**config.mk**
```make
export PLATFORM = sky130hd
export DESIGN_NAME = stx_input_stage
export DESIGN_NICKNAME = d
export VERILOG_FILES = /design/src/hdl/stx_pkg.sv /design/src/hdl/stx_input_stage.sv
export SDC_FILE = /design/constraint.sdc
export NUM_CORES = 1
export LEC_CHECK = 0
export ABC_CLOCK_PERIOD_IN_PS = 8900
export BUFFER_PORTS_ARGS = -buffer_cell sky130_fd_sc_hd__buf_4
export CORE_ASPECT_RATIO = 1.4
export CORE_UTILIZATION = 60
export DETAILED_ROUTE_END_ITERATION = 8
export GPL_TIMING_DRIVEN = 0
export HOLD_SLACK_MARGIN = 0.06
export PLACE_DENSITY = 0.79
export SLEW_MARGIN = 40
export SYNTH_ARGS = -nofsm -noshare
export SYNTH_HDL_FRONTEND = slang
export SYNTH_SLANG_ARGS = --single-unit
```
**constraint.sdc**
```tcl
create_clock -name sys_clk -period 8.9 [get_ports sys_clk]
set_input_delay 1.78 -clock sys_clk [delete_from_list [all_inputs] [get_ports sys_clk]]
set_output_delay 1.78 -clock sys_clk [all_outputs]
set_load 0.03 [all_outputs]
```
**src/hdl/stx_pkg.sv**
```systemverilog
/*
 * Shared constants for the transmit input stage: select levels, word layout,
 * substitution character, self-test timing and character kinds.
 * Assumes three-level selects arrive encoded as two bits each.
 */
package stx_pkg;
    // ------------------------------------------------------------
    // Three-level select encoding.
    // ------------------------------------------------------------
    localparam logic [1:0] LVL_LOW = 2'h0;
    localparam logic [1:0] LVL_MID = 2'h1;
    localparam logic [1:0] LVL_HIGH = 2'h2;

    // ------------------------------------------------------------
    // Buffered word layout: special select, odd parity, code, char.
    // ------------------------------------------------------------
    localparam int CHAR_W = 8;
    localparam int CODE_LSB = 8;
    localparam int PAR_BIT = 10;
    localparam int SPC_BIT = 11;
    localparam int WORD_W = 12;
    localparam int FIFO_DEPTH = 4;
    localparam int SYNC_STAGES = 3;

    // ------------------------------------------------------------
    // Character handling and self-test timing in character ticks.
    // ------------------------------------------------------------
    localparam logic [7:0] CHAR_C07 = 8'hE0;
    localparam logic [8:0] BIST_PASS_LAST = 9'h1FE;
    localparam logic [8:0] SYNC_SEQ_LAST = 9'h00F;
    localparam logic [4:0] PULSE_SHORT = 5'h01;
    localparam logic [4:0] PULSE_LONG = 5'h11;
    localparam logic [1:0] PHASE_RST_EDGES = 2'h2;

    // ------------------------------------------------------------
    // Character kinds handed to the encoder.
    // ------------------------------------------------------------
    localparam logic [1:0] KIND_DATA = 2'h0;
    localparam logic [1:0] KIND_SPECIAL = 2'h1;
    localparam logic [1:0] KIND_FILL = 2'h2;
    localparam logic [1:0] KIND_SYNC = 2'h3;

    typedef enum logic [1:0] {ST_OFF, ST_PATTERN, ST_SYNC} stx_bist_e;
endpackage

```
**src/hdl/stx_input_stage.sv**
```systemverilog
/*
 * Transmit input stage: pin synchronisers, phase-align FIFO, parity check
 * with bad-character substitution, self-test progress and the fault flag.
 * Assumes all pins are asynchronous to sys_clk and sys_clk is several times
 * faster than the reference and host transmit clocks.
 */
`timescale 1ns/1ps

// ------------------------------------------------------------
// Three-flop synchroniser; a bit moves once stages two and three agree.
// ------------------------------------------------------------
module stx_sync3 #(
    parameter int W = 1
) (
    // Clock and reset.
    input wire logic sys_clk,
    input wire logic reset,
    // Asynchronous input and its settled level.
    input wire logic [W-1:0] async_in,
    output logic [W-1:0] level_r
);
    logic [W-1:0] s1_r;
    logic [W-1:0] s2_r;
    logic [W-1:0] s3_r;
    wire [W-1:0] agree = ~(s2_r ^ s3_r);

    // The first stage feeds only the second one.
    always_ff @(posedge sys_clk)
    begin
        if (reset)
        begin
            s1_r <= '0;
            s2_r <= '0;
            s3_r <= '0;
            level_r <= '0;
        end
        else
        begin
            s1_r <= async_in;
            s2_r <= s1_r;
            s3_r <= s2_r;
            level_r <= (agree & s3_r) | (~agree & level_r);
        end
    end
endmodule

// ------------------------------------------------------------
// Small FIFO with valid and ready on both sides and a flush.
// ------------------------------------------------------------
module stx_fifo #(
    parameter int WIDTH = 12,
    parameter int DEPTH = 4
) (
    // Clock, reset and recentering flush.
    input wire logic sys_clk,
    input wire logic reset,
    input wire logic flush,
    // Fill side.
    input wire logic in_valid,
    output logic in_ready,
    input wire logic [WIDTH-1:0] in_data,
    // Drain side.
    output logic out_valid,
    input wire logic out_ready,
    output logic [WIDTH-1:0] out_data
);
    localparam int AW = $clog2(DEPTH);
    localparam logic [AW:0] FULL = (AW+1)'(DEPTH);
    logic [WIDTH-1:0] mem [DEPTH];
    logic [AW-1:0] wp_r;
    logic [AW-1:0] rp_r;
    logic [AW:0] cnt_r;
    wire push = in_valid && in_ready;
    wire pop = out_valid && out_ready;

    if (DEPTH < 2 || (1 << AW) != DEPTH)
    begin : g_bad_depth
        $error("FIFO depth must be a power of two of at least two.");
    end

    assign in_ready = cnt_r != FULL;
    assign out_valid = cnt_r != '0;
    assign out_data = mem[rp_r];

    // Pointers wrap naturally because the depth is a power of two.
    always_ff @(posedge sys_clk)
    begin
        if (reset || flush)
        begin
            wp_r <= '0;
            rp_r <= '0;
            cnt_r <= '0;
        end
        else
        begin
            wp_r <= wp_r + AW'(push);
            rp_r <= rp_r + AW'(pop);
            cnt_r <= cnt_r + (AW+1)'(push) - (AW+1)'(pop);
        end
    end

    always_ff @(posedge sys_clk)
    begin
        if (push)
        begin
            mem[wp_r] <= in_data;
        end
    end
endmodule

module stx_input_stage (
    // Clock and reset.
    input wire logic sys_clk,
    input wire logic reset,
    // Link clocks and phase reset pin.
    input wire logic reference_clock,
    input wire logic host_tx_clock,
    input wire logic tx_phase_reset_n,
    // Static configuration pins.
    input wire logic [1:0] tx_input_clock_select,
    input wire logic ref_half_rate_select,
    input wire logic [1:0] rx_output_clock_select,
    input wire logic [3:0] tx_mode_select,
    input wire logic [1:0] parity_control,
    input wire logic bist_enable,
    // Host character inputs.
    input wire logic [7:0] tx_char,
    input wire logic [1:0] tx_control_code,
    input wire logic tx_odd_parity_in,
    input wire logic special_char_select,
    // Encoder side.
    output logic enc_strobe_r,
    output logic [7:0] enc_char_r,
    output logic [1:0] enc_code_r,
    output logic [1:0] enc_kind_r,
    output logic enc_bypass_r,
    // Status.
    output logic tx_fault_flag_r,
    output logic buffer_ready_r
);
    // ------------------------------------------------------------
    // Pin synchronisers.
    // ------------------------------------------------------------
    logic [2:0] clk_lvl;
    logic [2:0] clk_prev_r;
    logic [11:0] cfg_lvl;
    logic [stx_pkg::WORD_W-1:0] word_lvl;

    stx_sync3 #(.W(3)) u_clk_sync (
        .sys_clk(sys_clk),
        .reset(reset),
        .async_in({tx_phase_reset_n, host_tx_clock, reference_clock}),
        .level_r(clk_lvl)
    );
    stx_sync3 #(.W(12)) u_cfg_sync (
        .sys_clk(sys_clk),
        .reset(reset),
        .async_in({bist_enable, parity_control, tx_mode_select, rx_output_clock_select,
                   ref_half_rate_select, tx_input_clock_select}),
        .level_r(cfg_lvl)
    );
    stx_sync3 #(.W(stx_pkg::WORD_W)) u_word_sync (
        .sys_clk(sys_clk),
        .reset(reset),
        .async_in({special_char_select, tx_odd_parity_in, tx_control_code, tx_char}),
        .level_r(word_lvl)
    );

    // ------------------------------------------------------------
    // Decoded configuration and clock edges.
    // ------------------------------------------------------------
    wire [1:0] in_sel = cfg_lvl[1:0];
    wire half_rate = cfg_lvl[2];
    wire [1:0] rx_sel = cfg_lvl[4:3];
    wire [1:0] mode_lo = cfg_lvl[6:5];
    wire [1:0] mode_hi = cfg_lvl[8:7];
    wire [1:0] par_ctl = cfg_lvl[10:9];
    wire bist_on = cfg_lvl[11];
    wire ref_rise = clk_lvl[0] && !clk_prev_r[0];
    wire ref_fall = !clk_lvl[0] && clk_prev_r[0];
    wire host_rise = clk_lvl[1] && !clk_prev_r[1];
    wire phase_rst_low = !clk_lvl[2];
    wire char_tick = ref_rise || (half_rate && ref_fall);
    wire sel_low = in_sel == stx_pkg::LVL_LOW;
    wire cap_tick = sel_low ? char_tick : host_rise;
    wire buf_active = !sel_low || half_rate;
    wire enc_on = mode_hi != stx_pkg::LVL_LOW;
    wire mode_ll = enc_on == 1'b0 && mode_lo == stx_pkg::LVL_LOW;

    always_ff @(posedge sys_clk)
    begin
        clk_prev_r <= reset ? 3'h4 : clk_lvl;
    end

    // ------------------------------------------------------------
    // Phase-align FIFO between capture and encoder.
    // ------------------------------------------------------------
    logic fifo_in_ready;
    logic fifo_out_valid;
    logic [stx_pkg::WORD_W-1:0] fifo_word;
    logic [1:0] prst_cnt_r;
    logic primed_r;
    logic fault_r;
    wire recenter = buf_active && ref_rise && phase_rst_low
        && prst_cnt_r == stx_pkg::PHASE_RST_EDGES - 2'h1;
    wire pop = char_tick && fifo_out_valid;

    // Word, code and special select all ride the selected capture edge.
    stx_fifo #(.WIDTH(stx_pkg::WORD_W), .DEPTH(stx_pkg::FIFO_DEPTH)) u_fifo (
        .sys_clk(sys_clk),
        .reset(reset),
        .flush(recenter),
        .in_valid(cap_tick),
        .in_ready(fifo_in_ready),
        .in_data(word_lvl),
        .out_valid(fifo_out_valid),
        .out_ready(char_tick),
        .out_data(fifo_word)
    );

    // ------------------------------------------------------------
    // Parity check, substitution and kind decode at the encoder.
    // ------------------------------------------------------------
    wire [7:0] w_char = fifo_word[stx_pkg::CHAR_W-1:0];
    wire [1:0] w_code = fifo_word[stx_pkg::CODE_LSB+1:stx_pkg::CODE_LSB];
    wire w_spc = fifo_word[stx_pkg::SPC_BIT];
    wire code_cov = par_ctl == stx_pkg::LVL_HIGH;
    wire par_sum = ^w_char ^ (code_cov & ^w_code) ^ fifo_word[stx_pkg::PAR_BIT];
    wire par_bad = par_ctl != stx_pkg::LVL_LOW && !par_sum;
    wire [1:0] w_kind = !enc_on ? stx_pkg::KIND_DATA
        : (w_spc && w_code == stx_pkg::KIND_DATA) ? stx_pkg::KIND_SPECIAL : w_code;
    wire sync_sent = pop && w_kind == stx_pkg::KIND_SYNC;

    always_ff @(posedge sys_clk)
    begin
        if (reset)
        begin
            enc_strobe_r <= 1'b0;
            enc_char_r <= 8'h00;
            enc_code_r <= 2'h0;
            enc_kind_r <= 2'h0;
            enc_bypass_r <= 1'b0;
        end
        else
        begin
            enc_strobe_r <= pop;
            if (pop)
            begin
                enc_char_r <= par_bad ? stx_pkg::CHAR_C07 : w_char;
                enc_code_r <= par_bad ? stx_pkg::KIND_DATA : w_code;
                enc_kind_r <= par_bad ? stx_pkg::KIND_DATA : w_kind;
                enc_bypass_r <= !enc_on;
            end
        end
    end

    // ------------------------------------------------------------
    // Phase buffer faults and recentering; a new fault beats a clear.
    // ------------------------------------------------------------
    // No faults while the phase reset is held low: the buffer is being realigned then,
    // and an empty buffer at the flush tick would otherwise re-arm the flag it clears.
    wire overflow = buf_active && !phase_rst_low && cap_tick && !fifo_in_ready;
    wire underflow = buf_active && !phase_rst_low && primed_r && char_tick && !fifo_out_valid;

    always_ff @(posedge sys_clk)
    begin
        if (reset)
        begin
            prst_cnt_r <= 2'h0;
            primed_r <= 1'b0;
            fault_r <= 1'b0;
            buffer_ready_r <= 1'b0;
        end
        else
        begin
            if (ref_rise)
            begin
                prst_cnt_r <= phase_rst_low && prst_cnt_r != stx_pkg::PHASE_RST_EDGES
                    ? prst_cnt_r + 2'h1 : (phase_rst_low ? prst_cnt_r : 2'h0);
            end
            primed_r <= !recenter && (primed_r || pop);
            fault_r <= overflow || underflow || (fault_r && !recenter && !sync_sent);
            buffer_ready_r <= fifo_in_ready;
        end
    end

    // ------------------------------------------------------------
    // Self-test pass counter and progress pulse.
    // ------------------------------------------------------------
    stx_pkg::stx_bist_e bist_st_r;
    logic [8:0] bist_cnt_r;
    logic [4:0] pulse_r;
    wire add_sync = rx_sel == stx_pkg::LVL_LOW && !mode_ll;
    wire short_pulse = rx_sel == stx_pkg::LVL_MID || mode_ll;
    wire [4:0] pulse_len = short_pulse ? stx_pkg::PULSE_SHORT : stx_pkg::PULSE_LONG;
    wire pat_end = bist_st_r == stx_pkg::ST_PATTERN && bist_cnt_r == stx_pkg::BIST_PASS_LAST;
    wire seq_end = bist_st_r == stx_pkg::ST_SYNC && bist_cnt_r == stx_pkg::SYNC_SEQ_LAST;
    wire pass_done = char_tick && ((pat_end && !add_sync) || seq_end);
    wire [4:0] pulse_nxt = pass_done ? pulse_len : (pulse_r != 5'h00 ? pulse_r - 5'h01 : 5'h00);

    always_ff @(posedge sys_clk)
    begin
        if (reset || !bist_on)
        begin
            bist_st_r <= stx_pkg::ST_OFF;
            bist_cnt_r <= 9'h000;
            pulse_r <= 5'h00;
        end
        else if (char_tick)
        begin
            pulse_r <= pulse_nxt;
            bist_cnt_r <= (pat_end || seq_end) ? 9'h000 : bist_cnt_r + 9'h001;
            case (bist_st_r)
                stx_pkg::ST_OFF: bist_st_r <= stx_pkg::ST_PATTERN;
                stx_pkg::ST_PATTERN: bist_st_r <= pat_end && add_sync
                    ? stx_pkg::ST_SYNC : stx_pkg::ST_PATTERN;
                stx_pkg::ST_SYNC: bist_st_r <= seq_end ? stx_pkg::ST_PATTERN : stx_pkg::ST_SYNC;
                default: bist_st_r <= stx_pkg::ST_OFF;
            endcase
        end
    end

    // ------------------------------------------------------------
    // Fault flag, moved only on reference character ticks.
    // ------------------------------------------------------------
    wire flag_nxt = bist_on ? pulse_nxt != 5'h00 : (pop && par_bad) || fault_r;

    always_ff @(posedge sys_clk)
    begin
        if (reset)
        begin
            tx_fault_flag_r <= 1'b0;
        end
        else if (char_tick)
        begin
            tx_fault_flag_r <= flag_nxt;
        end
    end
endmodule

```
==> summary.md, run 1 <==
| Metric | Value |
|---|---|
| Outcome | finished, final reports clean |
| H-tree depth | 1 |
| Final setup viols | 0 |
| Layout Area Growth over Synthesis | 16.3% |
| Port Buf Inserts | 43 |
| Vias/cell | 5.46 |
| Bufs and invs on worst path | 1 |
| Most common cell after layout, fill and taps aside | dfxtp_1 |
| Post-CTS setup buffers | 0 |
| First-pass GRT wire length | 20,500 um |
| TritonRoute pass-1 iters | 8 |
| CTS sink count | 201 |
| Fraction of registers with async set/reset | 0% |
| Number of fill cells in the layout | 799 |
| Skew-Pair Late Insertion Delay | 470 ps |
| Routed len/inst | 15.1 um |
| Startpoint Class | register |
| Power Density | 218 mW/mm2 |
| # IOs | 45 |
| Synth warn | 0 |
| Setup Skew | 10.2 ps |
| CTS tree | done |
| Root buffer cell | clkbuf_16 |
| Row cnt | 46 |
| Slowest-stage cell, CP | dfxtp_1 |
| NumNets Final | 711 |
| Levels on crit path | 10 |
| R2r endpoint | enc_char_r[4] |
| Crit path from | u_fifo.rp_r[0] |
| Initial drt markers | 300 |
| Cts bufs inserted | 18 |
| FF+latch area | 0.00450 mm2 |
| Leak | 3.03 nW |
| Footprint of the multi-input gates | 0.00247 mm2 |
| Share of layout cells above drive strength 1 | 13.8% |
| Cell Area, Synth | 0.00710 mm2 |
| Clock Path Buffers | 3 |
| Die Span Y | 131 um |
| Clock period minus worst slack | 3360 ps |
| Core Region | 0.0114 mm2 |
| Hold slack | 433 ps |
| Resize count post-CTS | 0 |
| Most frequent cells in the layout | 153 x dfxtp_1, 90 x nor2b_1, 48 x a21oi_1, 48 x edfxtp_1, 46 x buf_4 |
| Hold buffers post-CTS | 0 |
| Final hold vios | 0 |
| Worst VDD drop | 0.229 mV |
| Die area | 0.0123 mm2 |
| Routed vias | 4,511 |
| Post-synth cell types | 53 |
| Die Wd | 93.9 um |
| Syn_area_per_cell | 11.7 um2 |
| Vias in the first global route | 4,449 |
| R2r worst-path depth | 10 |
| Reg2reg setup slack | 5540 ps |
| Initial core utilization | 62.3% |
| Flops & latches, synth | 201 |
| Maxcap violations | 0 |
| Max Fclk | 298 MHz |
| Grt ovf | 0 |
| CP endpoint | enc_char_r[4] |
| Crit. End Element | register |
| HPWL after DPL | 8530 um |
| Syn Nets | 646 |
| Worst Max-Slew Pin Slew | 708 ps |
| Crit path max fanout | 10 |
| Routed Antenna Nets | 0 |
| Post-route clock period utilization | 37.7% |
| Slew HR | 52.8% |
| Post-synthesis instance total | 605 |
| Post-synthesis sequential area ratio | 63.5% |
| Fin. max-slew vios | 0 |
| DRC violations left | 0 |
| CTS clk-pin slew, worst paths | 60 ps |
| RePlAce Congestion | 0.803 |
| Max incr delay on CP | 500 ps |
| GRT Overall Usage | 21.3% |
| Critical path class | register to register |
| Antenna Cells | 0 |
| Crit-path leading delay family | XOR/XNOR gates |
| Final wirelength | 12,400 um |
| Ys flop type | dfxtp_1 |
| Largest net degree at the start of global routing | 18 |
| Hold Path Class | register to register |
| RSZ-0062 raised after global routing | no |
| Initial antenna violation count | 0 |
| R2r startpoint | u_fifo.rp_r[0] |
| Fin Setup TNS | 0 ps |
| Crit-path cells | buf_4 -> mux2_1 -> o21ai_1 -> ha_1 -> nand3b_1 -> xor2_1 -> xnor3_2 -> xnor2_4 -> a21boi_2 -> a22o_1 |
| Crit path required time | 9260 ps |
| Post-synth EDFFs | 48 |
| Crit path DAT | 3720 ps |
==> metal layers <==
metal	global-route usage (%)	part of all wire, %	routed length [um]	vias to the layer above
li1	-	-	-	2223
met1	25.2	42	5170	2120
met2	38.4	50	6260	137
met3	3.76	5.6	698	31
met4	7.60	2.4	303	0
met5	0	0	0	-
==> worst register-to-register path: stages (launching register included) <==
cell and delay [ps]:
dfxtp_1 500, buf_4 300, mux2_1 350, o21ai_1 340
ha_1 300, nand3b_1 150, xor2_1 210, xnor3_2 410
xnor2_4 270, a21boi_2 160, a22o_1 260
==> Yosys cell counts, types with 4 or more instances <==
master	count	share of area (%)
xor2_1	6	0.74
nor3b_1	4	0.42
xnor2_1	8	0.99
o21ai_0	34	2.4
mux4_2	10	3.2
dfxtp_1	153	43
a211oi_1	4	0.42
clkbuf_1	15	0.79
and2_1	6	0.53
nor3_1	7	0.49
buf_1	5	0.26
o21ai_1	4	0.28
nand2_1	40	2.1
a21oi_1	48	3.4
nand4_1	4	0.35
nand3_1	4	0.28
nor4_1	5	0.44
nor2_1	36	1.9
inv_1	11	0.58
ha_1	11	1.9
a22o_1	8	0.99
edfxtp_1	48	20
nor2b_1	90	7.9
==> through the flow <==
stage                     utilization [%]  power [W]  instance area, um2  setup slack, ps  std cells
after floorplan                         -   0.000991                7100             6060        605
after global routing                 72.4    0.00185                8250             5360        826
final                                72.4    0.00180                8250             5540        826
after CTS                            72.4    0.00181                8250             5510        826
after detailed placement             66.9    0.00101                7620             5380        794
after global placement               66.7    0.00101                7600             5430        792
==> area by class of cell <==
| cell class | instances | area share (%) |
|---|---|---|
| buffer | 22 | 1.06 |
| clock buffer | 25 | 6.28 |
| clock inverter | 7 | 1.33 |
| inverter | 11 | 0.500 |
| multi-input combinational | 371 | 30.0 |
| sequential | 201 | 54.6 |
| tap | 144 | 2.18 |
| timing repair buffer | 45 | 4.09 |
==> cells by family after synthesis <==
group	synth area share (%)
AO/OA/AOI/OAI	9.10
XOR/XNOR	2.68
adder cells (fa/ha/maj)	2.22
flip-flops	63.5
AND/OR/NAND/NOR	16.3
buffers and inverters	1.82
multiplexers	4.44
==> worst min path at each step <==
stage,startpoint,end,depth (start not counted)
after floorplan,u_cfg_sync.s1_r[0],u_cfg_sync.s2_r[0],1
after global placement,u_word_sync.s1_r[0],u_word_sync.s2_r[0],1
after detailed placement,u_cfg_sync.s1_r[6],u_cfg_sync.s2_r[6],1
after CTS,u_cfg_sync.s1_r[6],u_cfg_sync.s2_r[6],1
after global routing,u_clk_sync.s1_r[0],u_clk_sync.s2_r[0],1
final,u_cfg_sync.s1_r[6],u_cfg_sync.s2_r[6],1
==> power breakdown <==
| group | internal [W] | total, W | switching (W) | leakage [nW] |
|---|---|---|---|---|
| Clock | 0.000495 | 0.000810 | 0.000316 | 0.311 |
| Combinational | 0.0000184 | 0.0000362 | 0.0000178 | 1.02 |
| Sequential | 0.000945 | 0.000951 | 0.00000634 | 1.69 |
Note: power is estimated with default switching activity, not from simulation.
==> run 2, diff against run 1 <==
ABC_AREA = 1   (was unset)
ABC_CLOCK_PERIOD_IN_PS = 2980   (was 8900)
CORE_UTILIZATION = 54   (was 60)
PLACE_DENSITY = 0.75   (was 0.79)
clock period = 2.98 ns   (was 8.9 ns; I/O delays follow)
==> summary.md, run 2 <==
| Metric | Value |
|---|---|
| Post-route clock period utilization | 91.5% (was 37.7%) |
| Synth top cells by count | 153 x dfxtp_1, 151 x nor2_1, 137 x nand2_1 (was 153 x dfxtp_1, 90 x nor2b_1, 48 x a21oi_1, 48 x edfxtp_1, 40 x nand2_1) |
| Flops & latches, synth | 201 (unchanged) |
| Area leader, netlist | dfxtp_1 (unchanged) |
| RePlAce Congestion | 0.839 (was 0.803) |
| Post-synthesis sequential area ratio | 59.4% (was 63.5%) |
| Syn Nets | 907 (was 646) |
| Top cell type's share of synthesized area | 40.4% (was 43.2%) |
| Die Span Y | 142 um (was 131 um) |
| Outcome | finished, final reports clean (unchanged) |
| Share of layout cells above drive strength 1 | 12.9% (was 13.8%) |
| Die Wd | 102 um (was 93.9 um) |
| Crit path DAT | 3070 ps (was 3720 ps) |
| Initial core utilization | 56.1% (was 62.3%) |
| Initial drt markers | 297 (was 300) |
| Syn_area_per_cell | 8.75 um2 (was 11.7 um2) |
| Vias in the first global route | 5,089 (was 4,449) |
| RSZ-0062 raised after global routing | no (unchanged) |
| Top-count cell post-synth | dfxtp_1 (unchanged) |
| Die area | 0.0145 mm2 (was 0.0123 mm2) |
| Row cnt | 50 (was 46) |
| GRT Overall Usage | 20.4% (was 21.3%) |
| Cts bufs inserted | 19 (was 18) |
| Fraction of registers with async set/reset | 0% (unchanged) |
| Most Used Layer, Global Route | met2 (unchanged) |
| Antenna Cells | 0 (unchanged) |
| Fin. max-slew vios | 0 (unchanged) |
| Post-synth EDFFs | 48 (unchanged) |
| Crit path max fanout | 10 (unchanged) |
| Initial antenna violation count | 0 (unchanged) |
| Routed Antenna Nets | 0 (unchanged) |
| NumNets Final | 977 (was 711) |
| Port Buf Inserts | 43 (unchanged) |
| Largest net degree at the start of global routing | 17 (was 18) |
| Met1 Use GR | 25.1% (was 25.2%) |
| Fin Setup TNS | 0 ps (unchanged) |
| Area after DPL | 0.00819 mm2 (was 0.00762 mm2) |
| CTS sink count | 201 (unchanged) |
| Resize count post-CTS | 0 (unchanged) |
| Most frequent cells in the layout | 153 x dfxtp_1, 151 x nor2_1, 137 x nand2_1, 136 x inv_1, 52 x a21oi_1 (was 153 x dfxtp_1, 90 x nor2b_1, 48 x a21oi_1, 48 x edfxtp_1, 46 x buf_4) |
| Most common cell after layout, fill and taps aside | dfxtp_1 (unchanged) |
| Utilization after layout | 65.1% (was 72.4%) |
| Cell area after layout | 0.00879 mm2 (was 0.00825 mm2) |
| Cell Area, Synth | 0.00758 mm2 (was 0.00710 mm2) |
| Power Density | 596 mW/mm2 (was 218 mW/mm2) |
| Startpoint Class | register (unchanged) |
| Skew-Pair Late Insertion Delay | 480 ps (was 470 ps) |
| Max Fclk | 367 MHz (was 298 MHz) |
| Ys flop type | dfxtp_1 (unchanged) |
| Final wirelength | 14,000 um (was 12,400 um) |
| Synth warn | 0 (unchanged) |
| Grt met2 use | 36.2% (was 38.4%) |
| HPWL after DPL | 9960 um (was 8530 um) |
| Maxcap violations | 0 (unchanged) |
| CTS tree | done (unchanged) |
| Hold buffers post-CTS | 0 (unchanged) |
| Clock Path Buffers | 3 (unchanged) |
| TritonRoute pass-1 iters | 6 (was 8) |
| Worst VDD drop | 0.458 mV (was 0.229 mV) |
| Synth area leaders | dfxtp_1 40%, edfxtp_1 19%, nor2_1 7.5% (was dfxtp_1 43%, edfxtp_1 20%, nor2b_1 7.9%) |
| # IOs | 45 (unchanged) |
| Post-synthesis instance total | 866 (was 605) |
| Clock period minus worst slack | 2730 ps (was 3360 ps) |
| Post-CTS setup buffers | 0 (unchanged) |
| DRC violations left | 0 (unchanged) |
| Crit path required time | 3320 ps (was 9260 ps) |
| Grt ovf | 0 (unchanged) |
| Worst Max-Slew Pin Slew | 593 ps (was 708 ps) |
| GR Util met3 | 3.14% (was 3.76%) |
| Layout Area Growth over Synthesis | 16.0% (was 16.3%) |
| Final hold vios | 0 (unchanged) |
| Slew HR | 60.2% (was 52.8%) |
| First-pass GRT wire length | 23,300 um (was 20,500 um) |
| Vias/cell | 4.88 (was 5.46) |
| Tot Pwr | 0.00524 W (was 0.00180 W) |
| CTS clk-pin slew, worst paths | 60 ps (about the same) |
| Root buffer cell | clkbuf_16 (unchanged) |
| Critical path class | register to register (unchanged) |
| H-tree depth | 1 (unchanged) |
| Routed len/inst | 12.4 um (was 15.1 um) |
| Routed vias | 5,520 (was 4,511) |
| Hold Path Class | input pin to register (was register to register) |
| Setup Skew | 17.3 ps (was 10.2 ps) |
| Post-synth cell types | 42 (was 53) |
| Final setup viols | 0 (unchanged) |
| Leak | 3.73 nW (was 3.03 nW) |
| Crit. End Element | register (unchanged) |
| Core Region | 0.0135 mm2 (was 0.0114 mm2) |
[run 2: worst max-delay path: stages (launching register included)]
cell	delay [ps]
dfxtp_1	470
inv_2	140
buf_6	170
a32oi_1	400
inv_1	120
ha_1	290
nand3b_1	150
xnor2_1	270
nand3_2	110
nand2_2	110
nand2_4	60
buf_6	140
nand3_1	80
a21oi_1	70
[run 2: cell type report]
type	instances	area [um2]
clock inverter	11	70.1
inverter	143	544
tap	182	228
multi-input combinational	496	2390
timing repair buffer	49	365
sequential	201	4500
clock buffer	22	528
fill	1142	4720
buffer	26	159
[run 2: logic make-up (layout without fill, tap and decap cells)]
family	count (synthesis)	in the layout	share of synthesized area, %
AND/OR/NAND/NOR	361	361	20.1
AO/OA/AOI/OAI	114	114	8.11
flip-flops	201	201	59.4
adder cells (fa/ha/maj)	12	12	2.08
buffers and inverters	169	251	9.28
XOR/XNOR	9	9	1.04
[run 2: where the power goes]
group          switching (W)  total, W  internal (W)  leakage (nW)
Combinational      0.0000668  0.000116     0.0000496          1.70
Sequential         0.0000199   0.00284       0.00282          1.74
Clock                0.00100   0.00228       0.00128         0.295
Total                0.00109   0.00524       0.00415          3.73
[run 2: metrics by stage]
step                setup WS [ps]  instances  hold slack, ps
finish                        252       1130             312
global route                 49.9       1130             307
CTS                           234       1130             308
detailed placement            240       1097             392
global placement             -294       1091             389
floorplan                     592        866             388
[run 2: final timing paths]
kind / from / end / slack (ps) / cells past startpoint
max: u_fifo.rp_r[1] / enc_char_r[2] / 250 / 13
max reg2reg: u_fifo.rp_r[1] / enc_char_r[2] / 250 / 13
min: tx_mode_select[3] / u_cfg_sync.s1_r[8] / 310 / 3
min reg2reg: u_word_sync.s1_r[0] / u_word_sync.s2_r[0] / 400 / 2
[run 2: per-layer routing]
metal	wire length [um]	up-vias
met1	5940	2516
met3	669	25
li1	-	2865
met5	0	-
met4	286	0
met2	7060	114
==> run 3, diff against run 2 <==
--- a/config.mk
+++ b/config.mk
@@ -9,3 +9,3 @@
 export ABC_CLOCK_PERIOD_IN_PS = 2980
-export BUFFER_PORTS_ARGS = -buffer_cell sky130_fd_sc_hd__buf_4
+export BUFFER_PORTS_ARGS = -buffer_cell sky130_fd_sc_hd__buf_2
 export CORE_ASPECT_RATIO = 1.4
==> constraint.sdc (replaced) <==
create_clock -name sys_clk -period 2.98 [get_ports sys_clk]
set_input_delay 0.447 -clock sys_clk [delete_from_list [all_inputs] [get_ports sys_clk]]
set_output_delay 0.447 -clock sys_clk [all_outputs]
set_load 0.03 [all_outputs]
==> summary.md, run 3 (synthesis gave the netlist of run 2 again) <==
| Metric | Value |
|---|---|
| Outcome | finished, final reports clean (unchanged) |
| Clock Path Buffers | 3 (unchanged) |
| Row cnt | 50 (unchanged) |
| CTS clk-pin slew, worst paths | 60 ps (about the same) |
| Setup Skew | 9.96 ps (was 17.3 ps) |
| Routed Antenna Nets | 0 (unchanged) |
| Most frequent cells in the layout | 153 x dfxtp_1, 151 x nor2_1, 137 x nand2_1, 136 x inv_1, 52 x a21oi_1 (unchanged) |
| Critical path class | register to register (unchanged) |
| Grt ovf | 0 (unchanged) |
| Crit path from | u_fifo.rp_r[1] (unchanged) |
| CTS sink count | 201 (unchanged) |
| NumNets Final | 977 (unchanged) |
| Crit. End Element | register (unchanged) |
| Routed vias | 5,461 (was 5,520) |
| Skew-Pair Late Insertion Delay | 470 ps (was 480 ps) |
| Max Fclk | 368 MHz (was 367 MHz) |
| Maxcap violations | 0 (unchanged) |
| Largest net degree at the start of global routing | 17 (unchanged) |
| DRC violations left | 0 (unchanged) |
| # IOs | 45 (unchanged) |
| Initial drt markers | 149 (was 297) |
| GRT Overall Usage | 20.4% (about the same) |
| Number of fill cells in the layout | 1,148 (was 1,142) |
| Die Span Y | 142 um (unchanged) |
| Vias/cell | 4.84 (was 4.88) |
| Fin Setup TNS | 0 ps (unchanged) |
| Post-CTS setup buffers | 0 (unchanged) |
| Die area | 0.0145 mm2 (unchanged) |
| TritonRoute pass-1 iters | 4 (was 6) |
| RePlAce Congestion | 0.854 (was 0.839) |
| Crit path max fanout | 10 (unchanged) |
| Port Buf Inserts | 43 (unchanged) |
| Non-filler instance count after layout | 1,129 (was 1,130) |
| Final hold vios | 0 (unchanged) |
| R2r startpoint | u_fifo.rp_r[1] (unchanged) |
| Hold Path Class | input pin to register (unchanged) |
| Worst VDD drop | 0.458 mV (about the same) |
| Leak | 3.70 nW (was 3.73 nW) |
| Share of layout cells above drive strength 1 | 12.2% (was 12.9%) |
| Final setup viols | 0 (unchanged) |
| Final wirelength | 13,800 um (was 14,000 um) |
| Die Wd | 102 um (unchanged) |
| H-tree depth | 1 (unchanged) |
| Fin. max-slew vios | 0 (unchanged) |
| Routed len/inst | 12.2 um (was 12.4 um) |
| Resize count post-CTS | 0 (unchanged) |
| Worst Max-Slew Pin Slew | 601 ps (was 593 ps) |
| Core Region | 0.0135 mm2 (unchanged) |
| Vias in the first global route | 5,183 (was 5,089) |
| FF+latch area | 0.00450 mm2 (unchanged) |
| First-pass GRT wire length | 23,400 um (was 23,300 um) |
| Cts bufs inserted | 19 (unchanged) |
| Initial core utilization | 56.1% (unchanged) |
| Power Density | 594 mW/mm2 (was 596 mW/mm2) |
| Startpoint Class | register (unchanged) |
| Hold path startpoint | host_tx_clock (was tx_mode_select[3]) |
| HPWL after DPL | 9870 um (was 9960 um) |
| Most common cell after layout, fill and taps aside | dfxtp_1 (unchanged) |
| Initial antenna violation count | 0 (unchanged) |
| Root buffer cell | clkbuf_16 (unchanged) |
| Layout Area Growth over Synthesis | 14.1% (was 16.0%) |
| Antenna Cells | 0 (unchanged) |
| Post-route clock period utilization | 91.2% (was 91.5%) |
| Clock period minus worst slack | 2720 ps (was 2730 ps) |
| Crit path DAT | 3060 ps (was 3070 ps) |
| Placed cells | 1,097 (unchanged) |
| RSZ-0062 raised after global routing | no (unchanged) |
| CTS tree | done (unchanged) |
| Footprint of the multi-input gates | 0.00239 mm2 (unchanged) |
| Slew HR | 59.7% (was 60.2%) |
| Crit path required time | 3320 ps (about the same) |
| Hold buffers post-CTS | 0 (unchanged) |
[run 3: path summary, 6_finish.rpt]
| kind | endpoint | slack (ps) | cells past startpoint |
|---|---|---|---|
| worst max register to register | enc_char_r[2] | 260 | 13 |
| worst min register to register | u_word_sync.s2_r[11] | 390 | 2 |
| worst min-delay path | u_clk_sync.s1_r[1] | 170 | 3 |
| worst max-delay path | enc_char_r[2] | 260 | 13 |
[run 3: power breakdown]
group / internal [W] / leakage (nW) / total [W] / switching (W)
sequential: 0.00282 / 1.74 / 0.00284 / 0.0000197
combinational: 0.0000395 / 1.68 / 0.000106 / 0.0000664
clock: 0.00124 / 0.279 / 0.00219 / 0.000946
total: 0.00410 / 3.70 / 0.00513 / 0.00103
[run 3: cell type report]
class / count / area share (%)
Clock buffer: 27 / 6.12
Sequential cell: 201 / 52.1
Multi-Input combinational cell: 496 / 27.7
Inverter: 143 / 6.29
Timing Repair Buffer: 49 / 2.98
Buffer: 26 / 1.84
Tap cell: 182 / 2.63
Clock inverter: 5 / 0.376
[run 3: per-layer routing]
layer / wire length, um / up-vias / track usage (%)
li1: - / 2873 / -
met1: 5940 / 2475 / 23.8
met2: 7090 / 90 / 38.0
met3: 523 / 23 / 2.75
met4: 257 / 0 / 6.39
met5: 0 / - / 0
[run 3: critical path: stages, from the launching register on]
cell and delay, ps:
dfxtp_1 460, inv_2 150, buf_6 170, a32oi_1 370
inv_1 110, ha_1 300, nand3b_1 160, xnor2_1 290
nand3_2 110, nand2_2 120, nand2_4 60, buf_6 140
nand3_1 80, a21oi_1 60
[run 3: stage by stage]
stage | total power (W) | hold WS, ps | setup WS (ps) | utilization [%] | instance area (um2)
after floorplan | 0.00297 | 388 | 592 | - | 7580
after global placement | 0.00300 | 390 | -304 | 59.4 | 8020
after detailed placement | 0.00301 | 392 | 266 | 59.8 | 8090
after CTS | 0.00517 | 164 | 231 | 64.0 | 8650
after global routing | 0.00532 | 165 | 39.8 | 64.0 | 8650
final | 0.00513 | 173 | 263 | 64.0 | 8650
